**config.mk**
```make
export PLATFORM = sky130hd
export DESIGN_NAME = lbh_bus_unit
export DESIGN_NICKNAME = d
export VERILOG_FILES = /design/src/inc/lbh_pkg.sv /design/src/rtl/lbh_skid.sv /design/src/rtl/lbh_bus_unit.sv
export SDC_FILE = /design/constraint.sdc
export NUM_CORES = 1
export LEC_CHECK = 0
export ABC_AREA = 1
export BUFFER_PORTS_ARGS = -buffer_cell sky130_fd_sc_hd__buf_2
export CELL_PAD_IN_SITES_DETAIL_PLACEMENT = 1
export CELL_PAD_IN_SITES_GLOBAL_PLACEMENT = 1
export CORE_MARGIN = 10
export CORE_UTILIZATION = 40
export DETAILED_ROUTE_END_ITERATION = 16
export PLACE_DENSITY = 0.8
export REMOVE_ABC_BUFFERS = 1
export SLEW_MARGIN = 20
export SYNTH_ARGS = -nofsm -noshare
export SYNTH_HDL_FRONTEND = slang
export SYNTH_HIERARCHICAL = 1
export SYNTH_SLANG_ARGS = --single-unit
```
**constraint.sdc**
```tcl
create_clock -name clock_in -period 7.4 [get_ports clock_in]
set_input_delay 1.11 -clock clock_in [delete_from_list [all_inputs] [get_ports clock_in]]
set_output_delay 1.11 -clock clock_in [all_outputs]
set_load 0.1 [all_outputs]
```
**src/inc/lbh_pkg.sv**
```systemverilog
// Purpose: shared constants and types for the local bus handover block
// Assumes: one 100 MHz processor clock
// Notes: cycle type codes follow the status encoding of the bus
package lbh_pkg;

  localparam int LBH_CLK_MHZ = 100;
  localparam int LBH_QUEUE_BYTES = 6;
  localparam int LBH_FETCH_ROOM = 2;
  localparam int LBH_IDLE_START_MAX = 3;
  localparam int LBH_ADDR_W = 20;
  localparam int LBH_SEG_SHIFT = 4;
  localparam logic [15:0] LBH_ADDR_RESET = 16'h0000;

  // queue state codes
  localparam logic [1:0] LBH_QS_NOP = 2'h0;
  localparam logic [1:0] LBH_QS_FIRST = 2'h1;
  localparam logic [1:0] LBH_QS_FLUSH = 2'h2;
  localparam logic [1:0] LBH_QS_NEXT = 2'h3;

  // cycle type codes
  localparam logic [2:0] LBH_CT_VECTOR_FETCH_STROBE_N = 3'h0;
  localparam logic [2:0] LBH_CT_IORD = 3'h1;
  localparam logic [2:0] LBH_CT_IOWR = 3'h2;
  localparam logic [2:0] LBH_CT_HALT = 3'h3;
  localparam logic [2:0] LBH_CT_CODE = 3'h4;
  localparam logic [2:0] LBH_CT_MRD = 3'h5;
  localparam logic [2:0] LBH_CT_MWR = 3'h6;
  localparam logic [2:0] LBH_CT_PASS = 3'h7;

  typedef enum logic [2:0]
  {
    LBH_TI = 3'b000,
    LBH_T1 = 3'b001,
    LBH_T2 = 3'b010,
    LBH_T3 = 3'b011,
    LBH_T4 = 3'b100,
    LBH_TH = 3'b101
  } lbh_tstate_t;

  typedef enum logic [1:0]
  {
    LBH_HS_IDLE = 2'b00,
    LBH_HS_REQ = 2'b01,
    LBH_HS_OWN = 2'b10,
    LBH_HS_DEAD = 2'b11
  } lbh_hs_t;

  // one bus cycle request from the execute core
  typedef struct packed
  {
    logic [2:0] cycle_type_code;
    logic [15:0] seg;
    logic [15:0] offset;
    logic [15:0] wdata;
    logic odd_first;
    logic vector_fetch_strobe_n_first;
  } lbh_req_t;

  // minimum-mode strobes: value and enable (enable low drives)
  typedef struct packed
  {
    logic mem_io;
    logic store_n;
    logic vector_fetch_strobe_n;
    logic addr_latch;
    logic xcvr_direction;
    logic xcvr_output_enable_n;
    logic lock_n;
  } lbh_strobe_t;

endpackage

```
**src/rtl/lbh_skid.sv**
```systemverilog
// Purpose: two-entry buffer between the execute core and the bus sequencer
// Assumes: single clock, clock enable freezes state
// Notes: ready depends only on registered occupancy
`timescale 1ns/1ns
`default_nettype none
module lbh_skid
  import lbh_pkg::*;
#(
  parameter int WIDTH = 8
)
(
  input wire logic clock_in, // clock
  input wire logic sys_rst_in, // async reset
  input wire logic ce_in, // clock enable
  input wire logic s_valid_in, // source valid
  output logic s_ready_out, // source ready
  input wire logic [WIDTH-1:0] s_data_in, // source data
  output logic m_valid_out, // sink valid
  input wire logic m_ready_in, // sink ready
  output logic [WIDTH-1:0] m_data_out // sink data
);

  typedef struct packed
  {
    logic [1:0][WIDTH-1:0] mem;
    logic rd;
    logic wr;
    logic [1:0] cnt;
  } lbh_skid_st_t;

  lbh_skid_st_t st_reg;
  lbh_skid_st_t st_next;

  always_comb
  begin
    logic push;
    logic pop;
    push = 1'b0;
    pop = 1'b0;
    st_next = st_reg;
    push = s_valid_in && (st_reg.cnt != 2'h2);
    pop = (st_reg.cnt != 2'h0) && m_ready_in;
    if (push)
    begin
      st_next.mem[st_reg.wr] = s_data_in;
      st_next.wr = ~st_reg.wr;
    end
    if (pop)
    begin
      st_next.rd = ~st_reg.rd;
    end
    st_next.cnt = st_reg.cnt + {1'b0, push} - {1'b0, pop};
  end

  always_ff @(posedge clock_in or posedge sys_rst_in)
  begin
    if (sys_rst_in)
    begin
      st_reg <= '0;
    end
    else if (ce_in)
    begin
      st_reg <= st_next;
    end
  end

  assign s_ready_out = (st_reg.cnt != 2'h2);
  assign m_valid_out = (st_reg.cnt != 2'h0);
  assign m_data_out = st_reg.mem[st_reg.rd];

endmodule // lbh_skid
`default_nettype wire

```
**src/rtl/lbh_bus_unit.sv**
```systemverilog
// Purpose: bus cycle sequencer, handover logic, strobes and prefetch queue
// Assumes: pins from outside pass two flip-flops; one clock at 100 MHz
// Notes: enable outputs are low while the pin is driven
//
// Overview of operation
// RULE1: when both pulse pins request together, pin zero wins.
// RULE2: a requester pulls the pulse pin low one clock to ask.
// RULE3: grant pulse in T4 or T1, float bus, hold acknowledge next clock.
// RULE4: third requester pulse ends tenure; device drives again next clock.
// RULE5: each ownership exchange is exactly request, grant and release pulses.
// RULE6: one dead clock follows every handover before bus use.
// RULE7: release in T4 only if request by T2, not odd first half, vector_fetch_strobe_n, lock.
// RULE8: idle bus request: release next clock, or cycle starts within three clocks.
// RULE9: lock output low from prefix to next instruction end; floats in hold.
// RULE10: queue state code shown the clock after each queue operation.
// RULE11: memory select high for memory, low for io; floats in hold.
// RULE12: store strobe low in T2, T3 and waits of writes; floats in hold.
// RULE13: vector fetch strobe low in T2, T3 and waits of acknowledges.
// RULE14: address latch pulse high in T1 of every cycle, never floated.
// RULE15: transceiver direction high transmit, low receive; floats in hold.
// RULE16: transceiver enable low T2 to T4, earlier for writes; floats in hold. Code drives it low from T2 for writes as well.
// RULE17: high takeover request raises acknowledge in T1 and floats bus. Code raises it at release, after a qualifying T4 or an idle clock.
// RULE18: low takeover request drops acknowledge; drive again at next need.
// RULE19: level takeover uses same release conditions; requester synchronises.
// RULE20: word fetch starts whenever queue has room for two bytes.
// RULE21: six byte queue in order; first byte into empty queue usable at once.
// RULE22: physical address is segment times sixteen plus offset, twenty bits.
// RULE23: cycle is T1 to T4, waits between T3 and T4 while not ready.
// RULE24: pulses sampled and driven on the rising clock edge, one period each.
`timescale 1ns/1ns
`default_nettype none
module lbh_bus_unit
  import lbh_pkg::*;
#(
  parameter int QDEPTH = LBH_QUEUE_BYTES
)
(
  input wire logic clock_in, // processor clock
  input wire logic sys_rst_in, // async reset, active high
  input wire logic ce_in, // clock enable
  input wire logic config_strap_in, // high selects minimum mode
  input wire logic pulse_handover_pin_zero_in, // pin zero level
  output logic pulse_handover_pin_zero_out, // pin zero drive value
  output logic pulse_handover_pin_zero_oe_n_out, // pin zero enable, low drives
  input wire logic pulse_handover_pin_one_in, // pin one level
  output logic pulse_handover_pin_one_out, // pin one drive value
  output logic pulse_handover_pin_one_oe_n_out, // pin one enable, low drives
  input wire logic takeover_req_in, // level takeover request
  output logic takeover_ack_out, // level takeover acknowledge
  input wire logic ready_in, // target ready
  input wire logic [15:0] bus_data_in, // read data from bus
  output logic [LBH_ADDR_W-1:0] bus_addr_out, // physical address
  output logic [15:0] bus_data_out, // write data
  output logic bus_oe_n_out, // address/data enable, low drives
  output lbh_strobe_t strobe_out, // minimum-mode strobes
  output lbh_strobe_t strobe_oe_n_out, // strobe enables, low drives
  output logic [1:0] queue_state_code_out, // queue state code
  input wire logic req_valid_in, // core bus request valid
  output logic req_ready_out, // core request accepted
  input wire lbh_req_t req_in, // core request
  input wire logic lock_prefix_in, // lock prefix seen
  input wire logic instr_done_in, // instruction completed
  input wire logic q_take_in, // core takes a byte
  input wire logic q_first_in, // byte is first opcode byte
  input wire logic q_flush_in, // branch flushes queue
  input wire logic [15:0] fetch_seg_in, // code segment
  input wire logic [15:0] fetch_off_in, // fetch offset after flush
  output logic q_valid_out, // queue head valid
  output logic [7:0] q_byte_out, // queue head byte
  output logic [15:0] rdata_out, // last read data
  output logic rdone_out // data read pulse
);

  localparam int CW = $bits(lbh_req_t);

  typedef struct packed
  {
    logic [2:0] p0_s;
    logic [2:0] p1_s;
    logic [2:0] hold_s;
    logic [1:0] rdy_s;
    lbh_tstate_t ts;
    lbh_hs_t hs;
    logic hs_pin;
    logic hs_level;
    logic early;
    lbh_req_t cur;
    logic fetch;
    logic locked;
    logic [QDEPTH-1:0][7:0] q;
    logic [2:0] qcnt;
    logic [15:0] fip;
    logic [1:0] qs;
    logic gnt0_n;
    logic gnt1_n;
    logic pend0;
    logic pend1;
    logic qv;
    logic ack;
    lbh_strobe_t str;
    lbh_strobe_t str_oe_n;
    logic bus_oe_n;
    logic [LBH_ADDR_W-1:0] addr;
    logic [15:0] rdata;
    logic rdone;
  } lbh_st_t;

  lbh_st_t st_reg;
  lbh_st_t st_next;
  logic sk_valid;
  logic sk_take;
  lbh_req_t sk_data;

  function automatic logic [LBH_ADDR_W-1:0] phys(input logic [15:0] seg,
                                                 input logic [15:0] off);
    phys = ({seg, 4'h0} + {4'h0, off}); // RULE22
  endfunction

  function automatic logic is_write(input logic [2:0] ct);
    is_write = (ct == LBH_CT_MWR) || (ct == LBH_CT_IOWR);
  endfunction

  lbh_skid #(.WIDTH(CW)) u_skid
  (
    .clock_in(clock_in),
    .sys_rst_in(sys_rst_in),
    .ce_in(ce_in),
    .s_valid_in(req_valid_in),
    .s_ready_out(req_ready_out),
    .s_data_in(req_in),
    .m_valid_out(sk_valid),
    .m_ready_in(sk_take),
    .m_data_out(sk_data)
  );

  logic room;
  logic fall0;
  logic fall1;
  logic can_go;
  logic want;
  assign room = (st_reg.qcnt <= 3'(QDEPTH - LBH_FETCH_ROOM)) && !q_flush_in;
  assign fall0 = st_reg.p0_s[2] && !st_reg.p0_s[1];
  assign fall1 = st_reg.p1_s[2] && !st_reg.p1_s[1];
  assign want = sk_valid || room;
  // RULE7 conditions evaluated at T4 (RULE8: idle start counts as early)
  assign can_go = st_reg.early && !st_reg.cur.odd_first && !st_reg.cur.vector_fetch_strobe_n_first &&
                  !st_reg.locked;
  assign sk_take = (st_reg.ts == LBH_TI || st_reg.ts == LBH_T4) && sk_valid &&
                   st_reg.hs == LBH_HS_IDLE && !st_reg.hold_s[1];

  always_comb
  begin
    logic mn;
    logic pulled;
    logic [QDEPTH-1:0][7:0] qn;
    logic [2:0] cn;
    mn = config_strap_in;
    pulled = 1'b0;
    qn = st_reg.q;
    cn = st_reg.qcnt;
    st_next = st_reg;
    st_next.p0_s = {st_reg.p0_s[1:0], pulse_handover_pin_zero_in || !st_reg.gnt0_n};
    st_next.p1_s = {st_reg.p1_s[1:0], pulse_handover_pin_one_in || !st_reg.gnt1_n};
    st_next.hold_s = {st_reg.hold_s[1:0], takeover_req_in};
    st_next.rdy_s = {st_reg.rdy_s[0], ready_in};
    st_next.gnt0_n = 1'b1;
    st_next.gnt1_n = 1'b1;
    st_next.rdone = 1'b0;
    st_next.qs = LBH_QS_NOP;
    // ---------------------------------------------------------------
    // handover requests
    // ---------------------------------------------------------------
    // a request meeting a busy handshake waits its turn
    if (fall0 && !(st_reg.hs == LBH_HS_OWN && !st_reg.hs_pin))
    begin
      st_next.pend0 = !mn;
    end
    if (fall1 && !(st_reg.hs == LBH_HS_OWN && st_reg.hs_pin))
    begin
      st_next.pend1 = !mn;
    end
    if (st_reg.hs == LBH_HS_IDLE && !mn)
    begin
      if (st_next.pend0) // RULE1
      begin
        st_next.hs = LBH_HS_REQ;
        st_next.hs_pin = 1'b0;
        st_next.pend0 = 1'b0;
      end
      else if (st_next.pend1)
      begin
        st_next.hs = LBH_HS_REQ;
        st_next.hs_pin = 1'b1;
        st_next.pend1 = 1'b0;
      end
      st_next.early = (st_reg.ts != LBH_T3) && (st_reg.ts != LBH_T4); // RULE7
    end
    else if (st_reg.hs == LBH_HS_IDLE && mn && st_reg.hold_s[2])
    begin
      st_next.hs = LBH_HS_REQ; // RULE19
      st_next.hs_level = 1'b1;
      st_next.early = (st_reg.ts != LBH_T3) && (st_reg.ts != LBH_T4);
    end
    // release of the bus: in T4 of a qualifying cycle or from idle
    if (st_reg.hs == LBH_HS_REQ &&
        ((st_reg.ts == LBH_T4 && can_go) || st_reg.ts == LBH_TI)) // RULE8
    begin
      pulled = 1'b1;
      st_next.ts = LBH_TH;
      st_next.hs = LBH_HS_OWN;
      st_next.bus_oe_n = 1'b1;
      st_next.str_oe_n = '1;
      st_next.str_oe_n.addr_latch = 1'b0; // RULE14
      if (st_reg.hs_level)
      begin
        st_next.ack = 1'b1; // RULE17
      end
      else
      begin
        st_next.gnt0_n = st_reg.hs_pin; // RULE3 RULE24
        st_next.gnt1_n = !st_reg.hs_pin;
      end
    end
    if (st_reg.hs == LBH_HS_OWN)
    begin
      if (st_reg.hs_level ? !st_reg.hold_s[2] : (st_reg.hs_pin ? fall1 : fall0)) // RULE4 RULE5
      begin
        st_next.hs = LBH_HS_DEAD;
        st_next.ack = 1'b0; // RULE18
        st_next.hs_level = 1'b0;
      end
    end
    if (st_reg.hs == LBH_HS_DEAD)
    begin
      st_next.hs = LBH_HS_IDLE; // RULE6
      st_next.ts = LBH_TI;
    end
    // ---------------------------------------------------------------
    // bus cycle sequencer
    // ---------------------------------------------------------------
    if (!pulled)
    begin
      case (st_reg.ts)
        LBH_TI, LBH_T4:
        begin
          st_next.str.addr_latch = 1'b0;
          st_next.str_oe_n.xcvr_output_enable_n = 1'b0;
          st_next.str.xcvr_output_enable_n = 1'b1; // RULE16 end after T4
          if (st_reg.hs == LBH_HS_IDLE && want && !st_reg.hold_s[1] &&
              !(st_reg.hs_level))
          begin
            st_next.ts = LBH_T1;
            st_next.fetch = !sk_valid; // RULE20
            st_next.cur = sk_valid ? sk_data : lbh_req_t'{LBH_CT_CODE, fetch_seg_in, st_reg.fip,
                                                 16'h0000, 1'b0, 1'b0};
            st_next.addr = phys(st_next.cur.seg, st_next.cur.offset);
            st_next.bus_oe_n = 1'b0;
            st_next.str_oe_n = '0;
            st_next.str.mem_io = st_next.cur.cycle_type_code[2]; // RULE11
            st_next.str.xcvr_direction = is_write(st_next.cur.cycle_type_code); // RULE15
            st_next.str.addr_latch = 1'b1; // RULE14 RULE23
          end
          else
          begin
            st_next.ts = LBH_TI;
          end
        end
        LBH_T1:
        begin
          st_next.ts = LBH_T2;
          st_next.str.addr_latch = 1'b0;
          st_next.str.store_n = !is_write(st_reg.cur.cycle_type_code); // RULE12
          st_next.str.vector_fetch_strobe_n =
            !(st_reg.cur.cycle_type_code == LBH_CT_VECTOR_FETCH_STROBE_N); // RULE13
          st_next.str.xcvr_output_enable_n = 1'b0; // RULE16
        end
        LBH_T2:
        begin
          st_next.ts = LBH_T3;
        end
        LBH_T3:
        begin
          if (st_reg.rdy_s[1]) // RULE23
          begin
            st_next.ts = LBH_T4;
            st_next.str.store_n = 1'b1;
            st_next.str.vector_fetch_strobe_n = 1'b1;
            st_next.rdata = bus_data_in;
            st_next.rdone = !is_write(st_reg.cur.cycle_type_code) && !st_reg.fetch;
            if (st_reg.fetch && !q_flush_in)
            begin
              qn[cn] = bus_data_in[7:0]; // RULE21
              qn[cn + 3'h1] = bus_data_in[15:8];
              cn = cn + 3'h2;
              st_next.fip = st_reg.fip + 16'h0002;
            end
          end
        end
        default:
        begin
          st_next.ts = (st_reg.ts == LBH_TH) ? st_next.ts : LBH_TI;
        end
      endcase
    end
    // ---------------------------------------------------------------
    // prefetch queue and its state code
    // ---------------------------------------------------------------
    if (q_flush_in)
    begin
      cn = 3'h0;
      st_next.fip = fetch_off_in;
      st_next.qs = LBH_QS_FLUSH; // RULE10
    end
    else if (q_take_in && st_reg.qcnt != 3'h0)
    begin
      for (int i = 0; i < QDEPTH - 1; i++)
      begin
        qn[i] = qn[i + 1];
      end
      cn = cn - 3'h1;
      st_next.qs = q_first_in ? LBH_QS_FIRST : LBH_QS_NEXT; // RULE10
    end
    st_next.q = qn;
    st_next.qcnt = cn;
    st_next.qv = (cn != 3'h0);
    // ---------------------------------------------------------------
    // lock
    // ---------------------------------------------------------------
    if (lock_prefix_in)
    begin
      st_next.locked = 1'b1;
    end
    else if (instr_done_in)
    begin
      st_next.locked = 1'b0;
    end
    st_next.str.lock_n = !st_next.locked; // RULE9
    st_next.str_oe_n.lock_n = (st_next.ts == LBH_TH); // RULE9
  end

  always_ff @(posedge clock_in or posedge sys_rst_in)
  begin
    if (sys_rst_in)
    begin
      st_reg <= '0;
      st_reg.p0_s <= 3'h7;
      st_reg.p1_s <= 3'h7;
      st_reg.str <= '{1'b0, 1'b1, 1'b1, 1'b0, 1'b0, 1'b1, 1'b1};
      st_reg.bus_oe_n <= 1'b1;
      st_reg.gnt0_n <= 1'b1;
      st_reg.gnt1_n <= 1'b1;
      st_reg.fip <= LBH_ADDR_RESET;
    end
    else if (ce_in)
    begin
      st_reg <= st_next;
    end
  end

  assign pulse_handover_pin_zero_out = 1'b0;
  assign pulse_handover_pin_zero_oe_n_out = st_reg.gnt0_n;
  assign pulse_handover_pin_one_out = 1'b0;
  assign pulse_handover_pin_one_oe_n_out = st_reg.gnt1_n;
  assign takeover_ack_out = st_reg.ack;
  assign bus_addr_out = st_reg.addr;
  assign bus_data_out = st_reg.cur.wdata;
  assign bus_oe_n_out = st_reg.bus_oe_n;
  assign strobe_out = st_reg.str;
  assign strobe_oe_n_out = st_reg.str_oe_n;
  assign queue_state_code_out = st_reg.qs;
  assign q_valid_out = st_reg.qv;
  assign q_byte_out = st_reg.q[0];
  assign rdata_out = st_reg.rdata;
  assign rdone_out = st_reg.rdone;

endmodule // lbh_bus_unit
`default_nettype wire

```
* Yosys cells after proc, flatten, opt, wreduce, memory -nomap -nowiden
Index checks and enable logic that the tools add are counted.
Word-level totals: memories 0, logic and storage cells 245, register bits after elaboration 279, memory bits (read-only) 0, output and inout bits 85, bits in latches 0, input port bits 115, RAM bits 0
Cells by class: add/subtract/negate cells 7, bitwise logic cells 3, shift-type cells 0, $mul 0, equality and inequality tests 18, reduce and logical (&&, ||, !) cells 80, multiplexer cells 76, $lt $le $gt $ge 8, div/mod/pow operators 0
Operators with widths (count):
- two-way mux 53 bit | 4
- two-way mux 48 bit | 4
- bitwise mux 106 bit | 1
- bitwise mux 48 bit | 2
- two-way mux 16 bit | 5
- two-way mux 40 bit | 2
- two-way mux 28 bit | 2
- demux 53 bit (select 1 bit) | 1
- demux 8 bit (select 3 bit) | 2
- two-way mux 45 bit | 1
- two-way mux 17 bit | 2
- two-way mux 3 bit | 11
- logical AND 1 bit | 30
- two-way mux 2 bit | 13
- two-way mux 8 bit | 3
- adder 20 x 16 -> 20 bit | 1
- logical NOT 1 bit | 20
- two-way mux 1 bit | 17
- adder 16 x 2 -> 16 bit, second input constant | 1
- nonzero test 2 bit | 8
- == test 3 bit, second input constant | 5
- == test 3 x 2 -> 1 bit, second input constant | 4
- case mux 3 bit (4 select lines) | 1
- AND reduction 4 bit | 3
- other kinds (28) | 49

* Depth between registers and ports, before layout
Gate-level depths: netlist of run 1.
word-level depth 16, gate-level depth with buffers 19

* Cells and area by module
The synthesis of run 1 kept the hierarchy.
Modules (own cells, without submodules):
- lbh_bus_unit | cells an instance 1528, area an instance 10961.8 um^2, instances 1
- lbh_skid | cells an instance 672, area an instance 5227.5 um^2, instances 1

* Worst setup path after synthesis of run 1
Ideal clock, no wire load.
kind reg-to-reg, start register u_skid/st_reg[0] (netlist bit), end register st_reg, in the netlist bus_addr_out[11], arrival 2.625 ns, clock period less this slack 2.743 ns, setup time 0.117 ns, path buffers 3, path slack 4.657 ns, cell stages (with the launch flop) 16, cell sequence dfrtp_1 inv_1 nand2_1 buf_2 inv_1 clkbuf_1 clkbuf_1 nand2_1 nand2_1 ha_1 or2_2 nand3_1 nand2_1 or2_2 nand3_1 nand2_1
On the way: word-level cells in the longest chain between the ends 6, elaborated cells on any way between the ends 8, classes of those cells 1 x add/sub; 1 x mux; 6 x reduce/logical
Ends and longest elaborated chain:
- start, declared | line lbh_skid.sv:31 | lbh_skid_st_t st_reg;
- start signal, assigned | line lbh_skid.sv:63 | st_reg <= st_next;
- nonzero test 2 bit * | line lbh_skid.sv:68 | assign m_valid_out = (st_reg.cnt != 2'h0);
- named net sk_valid | line lbh_bus_unit.sv:110 | logic sk_valid;
- parallel branches: the longest is 5 deep, another holds adder 20 x 16 -> 20 bit
- end signal, assigned | line lbh_bus_unit.sv:356 | st_reg <= st_next;
- end, declared | line lbh_bus_unit.sv:108 | lbh_st_t st_reg;
Mark *: on every way through the listed nets, which the timed path passes. A chain may end at the register's enable or synchronous reset.

* Worst setup path in the final report of run 1
start register u_skid/st_reg[0] (netlist bit), end register st_reg, in the netlist bus_addr_out[18]
The elaborated chain is that of the path after synthesis.

==> metrics, run 1 <==
outcome finished, final reports clean; layout cell share with drive strength beyond 1 15.6%; GRT Total Usage 21.2%; routed via count 15.3k; Tightest Pin Transition 1.10 ns; post-synthesis xor/xnor area fraction 0.325%; Final Instance Area 17900 um^2; minimum clock period 3.71 ns; DP Cell Count 2741; chip height 221 um; Setup crit start kind flop; crit-path cells inv_1 > nand2_1 > buf_4 > inv_1 > nand2_1 > nand2_1 > ha_1 > inv_1 > fa_1 > o21ai_0 > nand2_1 > nand3_1 > nand3_1 > nand3_1 > nand2_1; htree depth 2; CTS tree done; Num CTS Buffers 35; NetSw 4.60 mW; Final Util 45.0%; clock share of power 19.0%; Avg Cell Area, Syn 7.36 um^2; maximum clock path buffer count 3; RSZ-0062 raised after global routing false; synth top area cells dfrtp_1 41%, nand2_1 20%, nand3_1 6.3%; area grow syn2layout 10.9%; commonest non-fill, non-tap cell in the layout nand2_1; area share of the leading cell type in the synthesized netlist 41.0%; non-filler instance count after layout 2801; Setup Skew 0.0257 ns; compound-gate portion of the synthesized area 8.55%; mean routed wirelength per cell 18.9 um; most frequent CP cell nand2_1; CTS root buffer clkbuf_16; Clock transition at path regs 0.06 ns; Core Area 39900 um^2; Post-CTS Setup Bufs 0; CP max-delay cell inv_1; MaxCap Viol Count 0; Power Density 497 nW/um^2; fill cell count 5038; max FFs per register 110; Comb power frac 52.1%; Die Width 221 um; CP arrival 4.15 ns; Lkg Pwr 9.38 nW; met3 wire len 2.85 mm; cell area after synthesis 16200 um^2; placed cell areas 16800 um^2; Fmax 0.270 GHz; WL met2 26.2 mm; Initial Util 40.6%; standard-cell row count 73; met1 wire length 22.7 mm; drt first pass iters 5; main flop type after synthesis dfrtp_1; largest net degree at the start of global routing 108; max-slew violation count 0; Synth Area in Adders 1.75%; fin crit share 50.1%; sequential element share of the synthesized area 43.1%; Flop pwr share 28.9%; most frequent cells in the layout 859 x nand2_1, 263 x dfrtp_1, 204 x nand3_1; distinct cell type count after synthesis 51; WL final 52.8 mm; cell internal pwr 4.32 mW; largest family of logic cells by synthesized area simple AND/OR/NAND/NOR gates; total negative setup slack 0 ns; #FFs+latches synth 278; worst rel slew slack 26.9%; Post-synth EDFFs 0; Top Metal Used met5; Place WS 3.62 ns; Worst VDD drop 0.000230 V; die area 48900 um^2; Resize count post-CTS 0; required time of the worst setup path 7.84 ns; initial antenna violation count 2; number of global-route vias before repair 16.2k; # setup viols final 0; I/O pins 200; first-pass GRT wire length 87.1 mm; Sink Count 278; port bufs 197; crit path kind reg -> reg; dpl hpwl 36.3 mm; Simple-Gate Fraction of Synth Area 35.9%; hold_buf cts 0; Worst Setup Slack, final 3.69 ns; worst hold path type reg -> reg; crit path capture type flop; number of hold violations in the final report 0; cell count after synthesis 2200; worst-path maximum fanout 47; Clock Latency Late Sink 0.56 ns; leading area contributor after synthesis dfrtp_1; DR iter-0 viols 949; hold_ws 0.469 ns; Post-synth ARST share 100%; ANT nets after route 0; ant diodes 0; Nets 2390; multiplexer share of the synthesized area 0.0696%; peak per-stage delay on the critical path 0.74 ns; drt drc 0; total grt overflow 0; DR vias/cell 5.45; RePlAce Congestion 0.846; Final Power 8.92 mW; synth warn 6; Net Sw Frac 51.5%
-- power groups by stage --
stage                     Sequential, mW  Clock [mW]  Combinational [mW]
after global placement              2.56           0                4.49
after CTS                           2.57        1.74                4.68
after global routing                2.66        1.82                5.16
final                               2.58        1.70                4.65
after floorplan                     3.68           0                2.32
after detailed placement            2.59           0                4.65
-- logic make-up after synthesis --
family,after synthesis
AND/OR/NAND/NOR,1322
multiplexers,1
flip-flops,278
AO/OA/AOI/OAI,239
adder cells (fa/ha/maj),22
XOR/XNOR,6
buffers and inverters,331
other,1
-- worst max-delay path, delay by kind of cell (launching register included) --
kind            cells  cell delay [ns]
flops               1             0.41
fa+ha+maj           2             0.65
simple gates        8             0.91
buf+inv             4             1.23
compound gates      1             0.37
-- cell type report --
class | instances | area (um^2) | area share (%)
clock buffer | 51 | 1020 | 5.66
clock inverter | 9 | 108 | 0.599
inverter | 132 | 503 | 2.80
multi-input combinational | 1592 | 7570 | 42.2
sequential | 278 | 6980 | 38.9
tap | 525 | 657 | 3.66
timing repair buffer | 214 | 1120 | 6.22
-- metal layers --
metal / vias up / global-route usage (%)
li1: 7230 / -
met1: 7595 / 26.6
met2: 369 / 36.8
met3: 68 / 3.74
met4: 4 / 5.90
met5: - / 0
-- path summary, 6_finish.rpt --
path                                              start                            end  slack, ns  cells past startpoint
max                        u_skid/st_reg[0]$_DFFE_PP0P_   bus_addr_out[18]$_DFFE_PP0P_       3.69                     15
min                            bus_oe_n_out$_DFFE_PP1P_       bus_oe_n_out$_DFFE_PP1P_       0.47                      2
max reg2reg                u_skid/st_reg[0]$_DFFE_PP0P_   bus_addr_out[18]$_DFFE_PP0P_       3.69                     15
min reg2reg                    bus_oe_n_out$_DFFE_PP1P_       bus_oe_n_out$_DFFE_PP1P_       0.47                      2
max in group asynchronous                    sys_rst_in  u_skid/st_reg[51]$_DFFE_PP0P_       5.49                      3
min in group asynchronous                    sys_rst_in    bus_data_out[0]$_DFFE_PP0P_       0.62                      2
-- synth_stat cells, types with 2 or more instances --
library cell  instances
nand3_1             205
o31ai_1               4
o211ai_1             23
inv_1               119
xor2_1                4
o21ai_1              17
a22o_1               16
nor2_2                2
buf_2                44
a21oi_1              22
xnor2_1               2
a22oi_1               4
nor2_1               55
clkbuf_1             58
a31oi_1               2
nand2_1             859
ha_1                 21
buf_6                 7
nand3_2              11
or2_2                26
and2_1                2
nand4_1             115
nor3_1               11
o21a_1                3
o211ai_2              2
nand4_2               2
inv_2                13
o21ai_0             140
dfrtp_1             265
buf_1                 6
buf_4                84
nand2_2               6
or2_1                20
dfstp_2              13
(Power assumes the default switching activity.)
==> run 2: changes to the inputs <==
--- a/config.mk
+++ b/config.mk
@@ -10,9 +10,9 @@
 export CELL_PAD_IN_SITES_DETAIL_PLACEMENT = 1
 export CELL_PAD_IN_SITES_GLOBAL_PLACEMENT = 1
 export CORE_MARGIN = 10
-export CORE_UTILIZATION = 40
+export CORE_UTILIZATION = 39
 export DETAILED_ROUTE_END_ITERATION = 16
-export PLACE_DENSITY = 0.8
+export PLACE_DENSITY = 0.81
 export REMOVE_ABC_BUFFERS = 1
 export SLEW_MARGIN = 20
 export SYNTH_ARGS = -nofsm -noshare
==> constraint.sdc (replaced) <==
create_clock -name clock_in -period 3.4 [get_ports clock_in]
set_input_delay 0.51 -clock clock_in [delete_from_list [all_inputs] [get_ports clock_in]]
set_output_delay 0.51 -clock clock_in [all_outputs]
set_load 0.1 [all_outputs]
==> metrics, run 2 (synthesis gave the netlist of run 1 again) <==
first-pass GRT wire length 88.3 mm; worst rel slew slack 28.5%; ANT nets after route 0; layout cell share with drive strength beyond 1 16.0%; commonest non-fill, non-tap cell in the layout nand2_1; most frequent cells in the layout 859 x nand2_1, 263 x dfrtp_1, 204 x nand3_1; outcome finished, final reports clean; Setup Skew 0.0142 ns; mean routed wirelength per cell 19.3 um; initial antenna violation count 7; Tightest Pin Transition 1.07 ns; number of global-route vias before repair 16.4k; CTS root buffer clkbuf_16; sequential cell area 6980 um^2; Lkg Pwr 9.42 nW; drt drc 0; placed cell areas 17000 um^2; max-slew violation count 0; total grt overflow 0; fill cell count 5214; Core Area 40900 um^2; hold_buf cts 0; die area 50100 um^2; worst hold path type in -> async; Nets 2403; worst-path maximum fanout 15; Final Instance Area 18000 um^2; standard-cell row count 74; Post-CTS Setup Bufs 0; max FFs per register 110; Worst VDD drop 0.000512 V; maximum clock path buffer count 3; DR iter-0 viols 952; crit path kind reg -> reg; dpl hpwl 38.4 mm; minimum clock period 3.11 ns; Sink Count 278; DR vias/cell 5.46; Num CTS Buffers 31; crit path capture type flop; combined area of the multi-input logic cells 7570 um^2; Clock transition at path regs 0.06 ns; non-filler instance count after layout 2826; CTS tree done; drt first pass iters 5; RePlAce Congestion 0.877; area grow syn2layout 11.3%; number of hold violations in the final report 0; Fmax 0.322 GHz; CP arrival 3.59 ns; hold_ws 0.00422 ns; Initial Util 39.6%; I/O pins 200; RSZ-0062 raised after global routing false; DP Cell Count 2765; Resize count post-CTS 0; Final Power 19.4 mW; Power Density 1070 nW/um^2; GRT Total Usage 21.2%; htree depth 1; largest net degree at the start of global routing 108; Clock Latency Late Sink 0.60 ns; routed via count 15.4k; total negative setup slack 0 ns; fin crit share 91.4%; # setup viols final 0; Setup crit start kind flop; WL final 54.5 mm; port bufs 197; required time of the worst setup path 3.89 ns; chip height 224 um; Die Width 224 um; MaxCap Viol Count 0
==> run 2: cell count changes in the layout (fill, tap and decap cells not counted), moves of 2 or more <==
cell,change
diode_2,+4
inv_6,-2
clkbuf_16,-4
clkbuf_1,+3
buf_4,+16
==> run 2: critical path, cell delays in order (launching register included) <==
cell and delay [ns]:
dfrtp_1 0.40, inv_1 0.15, nand2_1 0.29, inv_1 0.20, buf_4 0.24, nand2_1 0.10
nand2_1 0.07, ha_1 0.17, inv_1 0.06, fa_1 0.44, o21ai_0 0.34, nand2_1 0.14
nand3_1 0.15, nand3_1 0.09, nand3_1 0.09, nand2_1 0.06
==> run 2: worst paths after layout <==
kind / slack, ns / to / start / cells after the start
worst min register to register: 0.47 / bus_oe_n_out$_DFFE_PP1P_ / bus_oe_n_out$_DFFE_PP1P_ / 2
worst min-delay path: 0.004 / u_skid/st_reg[68]$_DFFE_PP0P_ / sys_rst_in / 2
min in group clock_in: 0.14 / st_next[191]$_DFFE_PP0P_ / ready_in / 3
worst max register to register: 0.29 / bus_addr_out[18]$_DFFE_PP0P_ / u_skid/st_reg[0]$_DFFE_PP0P_ / 15
max in group asynchronous: 2.49 / q_byte_out[1]$_DFFE_PP0P_ / sys_rst_in / 3
worst max-delay path: 0.29 / bus_addr_out[18]$_DFFE_PP0P_ / u_skid/st_reg[0]$_DFFE_PP0P_ / 15
==> run 2: layout make-up <==
cell class	count	area share (%)
Tap cell	532	3.69
Antenna cell	4	0.0556
Inverter	132	2.79
Clock inverter	6	0.528
Multi-Input combinational cell	1592	42.0
Timing Repair Buffer	231	6.97
Clock buffer	51	5.22
Sequential cell	278	38.7
==> run 2: report_power, final <==
group | internal (mW) | total (mW) | switching, mW
registers | 4.68 | 5.65 | 0.974
clock network | 2.03 | 3.49 | 1.45
logic | 2.60 | 10.2 | 7.62
==> run 2: layer usage <==
metal	share of wire [%]	vias up	wire [um]	GRT usage [%]
met4	2.1	6	1150	4.82
met2	49	331	26800	37.4
met3	5.4	84	2950	3.96
met5	0.062	-	34	0
met1	43	7742	23600	26.3
li1	-	7269	-	-
==> run 2: stage by stage <==
step | setup WS, ns | util (%)
global placement | 0.511 | 41.5
global route | 0.0135 | 44.0
finish | 0.291 | 44.0
floorplan | -1.64 | -
CTS | 0.262 | 44.0
detailed placement | 0.258 | 41.5
==> run 3: changes to the inputs <==
--- a/config.mk
+++ b/config.mk
@@ -12,7 +12,7 @@
 export CORE_MARGIN = 10
 export CORE_UTILIZATION = 39
 export DETAILED_ROUTE_END_ITERATION = 16
-export PLACE_DENSITY = 0.81
+export PLACE_DENSITY_LB_ADDON = 0.15
 export REMOVE_ABC_BUFFERS = 1
 export SLEW_MARGIN = 20
 export SYNTH_ARGS = -nofsm -noshare
==> metrics, run 3 (synthesis gave the netlist of run 1 again) <==
outcome finished, final reports clean; Initial Util 39.6%; port bufs 197; initial antenna violation count 4; DR iter-0 viols 914; minimum clock period 3.00 ns; GRT Total Usage 21.5%; RSZ-0062 raised after global routing false; CP arrival 3.45 ns; Setup Skew 0.0219 ns; max FFs per register 110; hold_buf cts 1; Place WS 0.403 ns; crit path capture type flop; Power Density 1080 nW/um^2; Worst VDD drop 0.000473 V; I/O pins 200; CTS tree done; fin crit share 88.3%; WL final 54.5 mm; ANT nets after route 0; required time of the worst setup path 3.84 ns; Setup crit start kind flop; Post-CTS Setup Bufs 0; Tightest Pin Transition 0.824 ns; drt first pass iters 5; Clock Latency Late Sink 0.56 ns; number of hold violations in the final report 0; Die Width 224 um; Resize count post-CTS 0; Lkg Pwr 9.51 nW; MaxCap Viol Count 0; largest net degree at the start of global routing 108; # setup viols final 0; worst rel slew slack 44.6%; Final Power 19.7 mW; dpl hpwl 37.5 mm; standard-cell row count 74; most frequent cells in the layout 859 x nand2_1, 263 x dfrtp_1, 204 x nand3_1; worst-path maximum fanout 8; Core Area 40900 um^2; RePlAce Congestion 0.867; max-slew violation count 0; htree depth 2; layout cell share with drive strength beyond 1 16.3%; Num CTS Buffers 36; area grow syn2layout 12.5%; first-pass GRT wire length 87.5 mm; total grt overflow 0; commonest non-fill, non-tap cell in the layout nand2_1; maximum clock path buffer count 3; CTS root buffer clkbuf_16; DR vias/cell 5.36; mean routed wirelength per cell 19.2 um; Sink Count 278; die area 50100 um^2; crit path kind reg -> reg; Worst Setup Slack, final 0.396 ns; drt drc 0; Clock transition at path regs 0.06 ns; Fmax 0.333 GHz; chip height 224 um; Nets 2410; number of global-route vias before repair 16.3k; routed via count 15.2k; worst hold path type in -> reg
[run 3: final cells by class]
| type | instances | area, um^2 |
|---|---|---|
| multi-input combinational | 1592 | 7570 |
| tap | 532 | 666 |
| sequential | 278 | 6980 |
| inverter | 132 | 503 |
| antenna | 1 | 2.50 |
| timing repair buffer | 233 | 1340 |
| clock buffer | 53 | 1040 |
| fill | 5203 | 22700 |
| clock inverter | 10 | 108 |
[run 3: stage by stage]
step | hold WS (ns) | instances | util, % | cell area, um^2 | TNS (ns)
after floorplan | 0.442 | 2002 | - | 15000 | -280.22
after global placement | 0.454 | 2765 | 41.6 | 17000 | 0
after detailed placement | 0.461 | 2765 | 41.6 | 17000 | 0
after CTS | 0.149 | 2829 | 44.4 | 18200 | 0
after global routing | 0.174 | 2831 | 44.5 | 18200 | 0
final | 0.177 | 2831 | 44.5 | 18200 | 0
[run 3: path summary, 6_finish.rpt]
check	startpoint	end	slack, ns	cells past startpoint
min in group asynchronous	sys_rst_in	u_skid/st_reg[59]$_DFFE_PP0P_	0.52	3
hold reg to reg	bus_oe_n_out$_DFFE_PP1P_	bus_oe_n_out$_DFFE_PP1P_	0.47	2
setup reg to reg	u_skid/st_reg[0]$_DFFE_PP0P_	bus_addr_out[18]$_DFFE_PP0P_	0.40	15
hold / removal	ready_in	st_next[191]$_DFFE_PP0P_	0.18	3
setup / recovery	u_skid/st_reg[0]$_DFFE_PP0P_	bus_addr_out[18]$_DFFE_PP0P_	0.40	15
max in group asynchronous	sys_rst_in	rdata_out[10]$_DFFE_PP0P_	1.95	4
[run 3: worst max-delay path, stage by stage, from the launching register on]
cell     delay [ns]
dfrtp_1        0.41
inv_1          0.17
nand2_1        0.22
inv_1          0.18
buf_4          0.20
nand2_1        0.07
nand2_1        0.06
ha_1           0.17
inv_1          0.06
fa_1           0.44
o21ai_0        0.41
nand2_1        0.14
nand3_1        0.14
nand3_1        0.10
nand3_1        0.09
nand2_1        0.05
[run 3: metal layers]
metal	vias up	global-route usage, %	share of wire [%]
met5	-	0	0.033
met4	4	7.02	2.4
met3	85	3.75	4.1
met2	265	38.4	50
met1	7519	25.5	43
li1	7291	-	-
[run 3: report_power, final]
part / internal, mW / switching, mW / total, mW
clock: 2.22 / 1.55 / 3.77
combinational: 2.66 / 7.59 / 10.2
sequential: 4.68 / 0.999 / 5.68
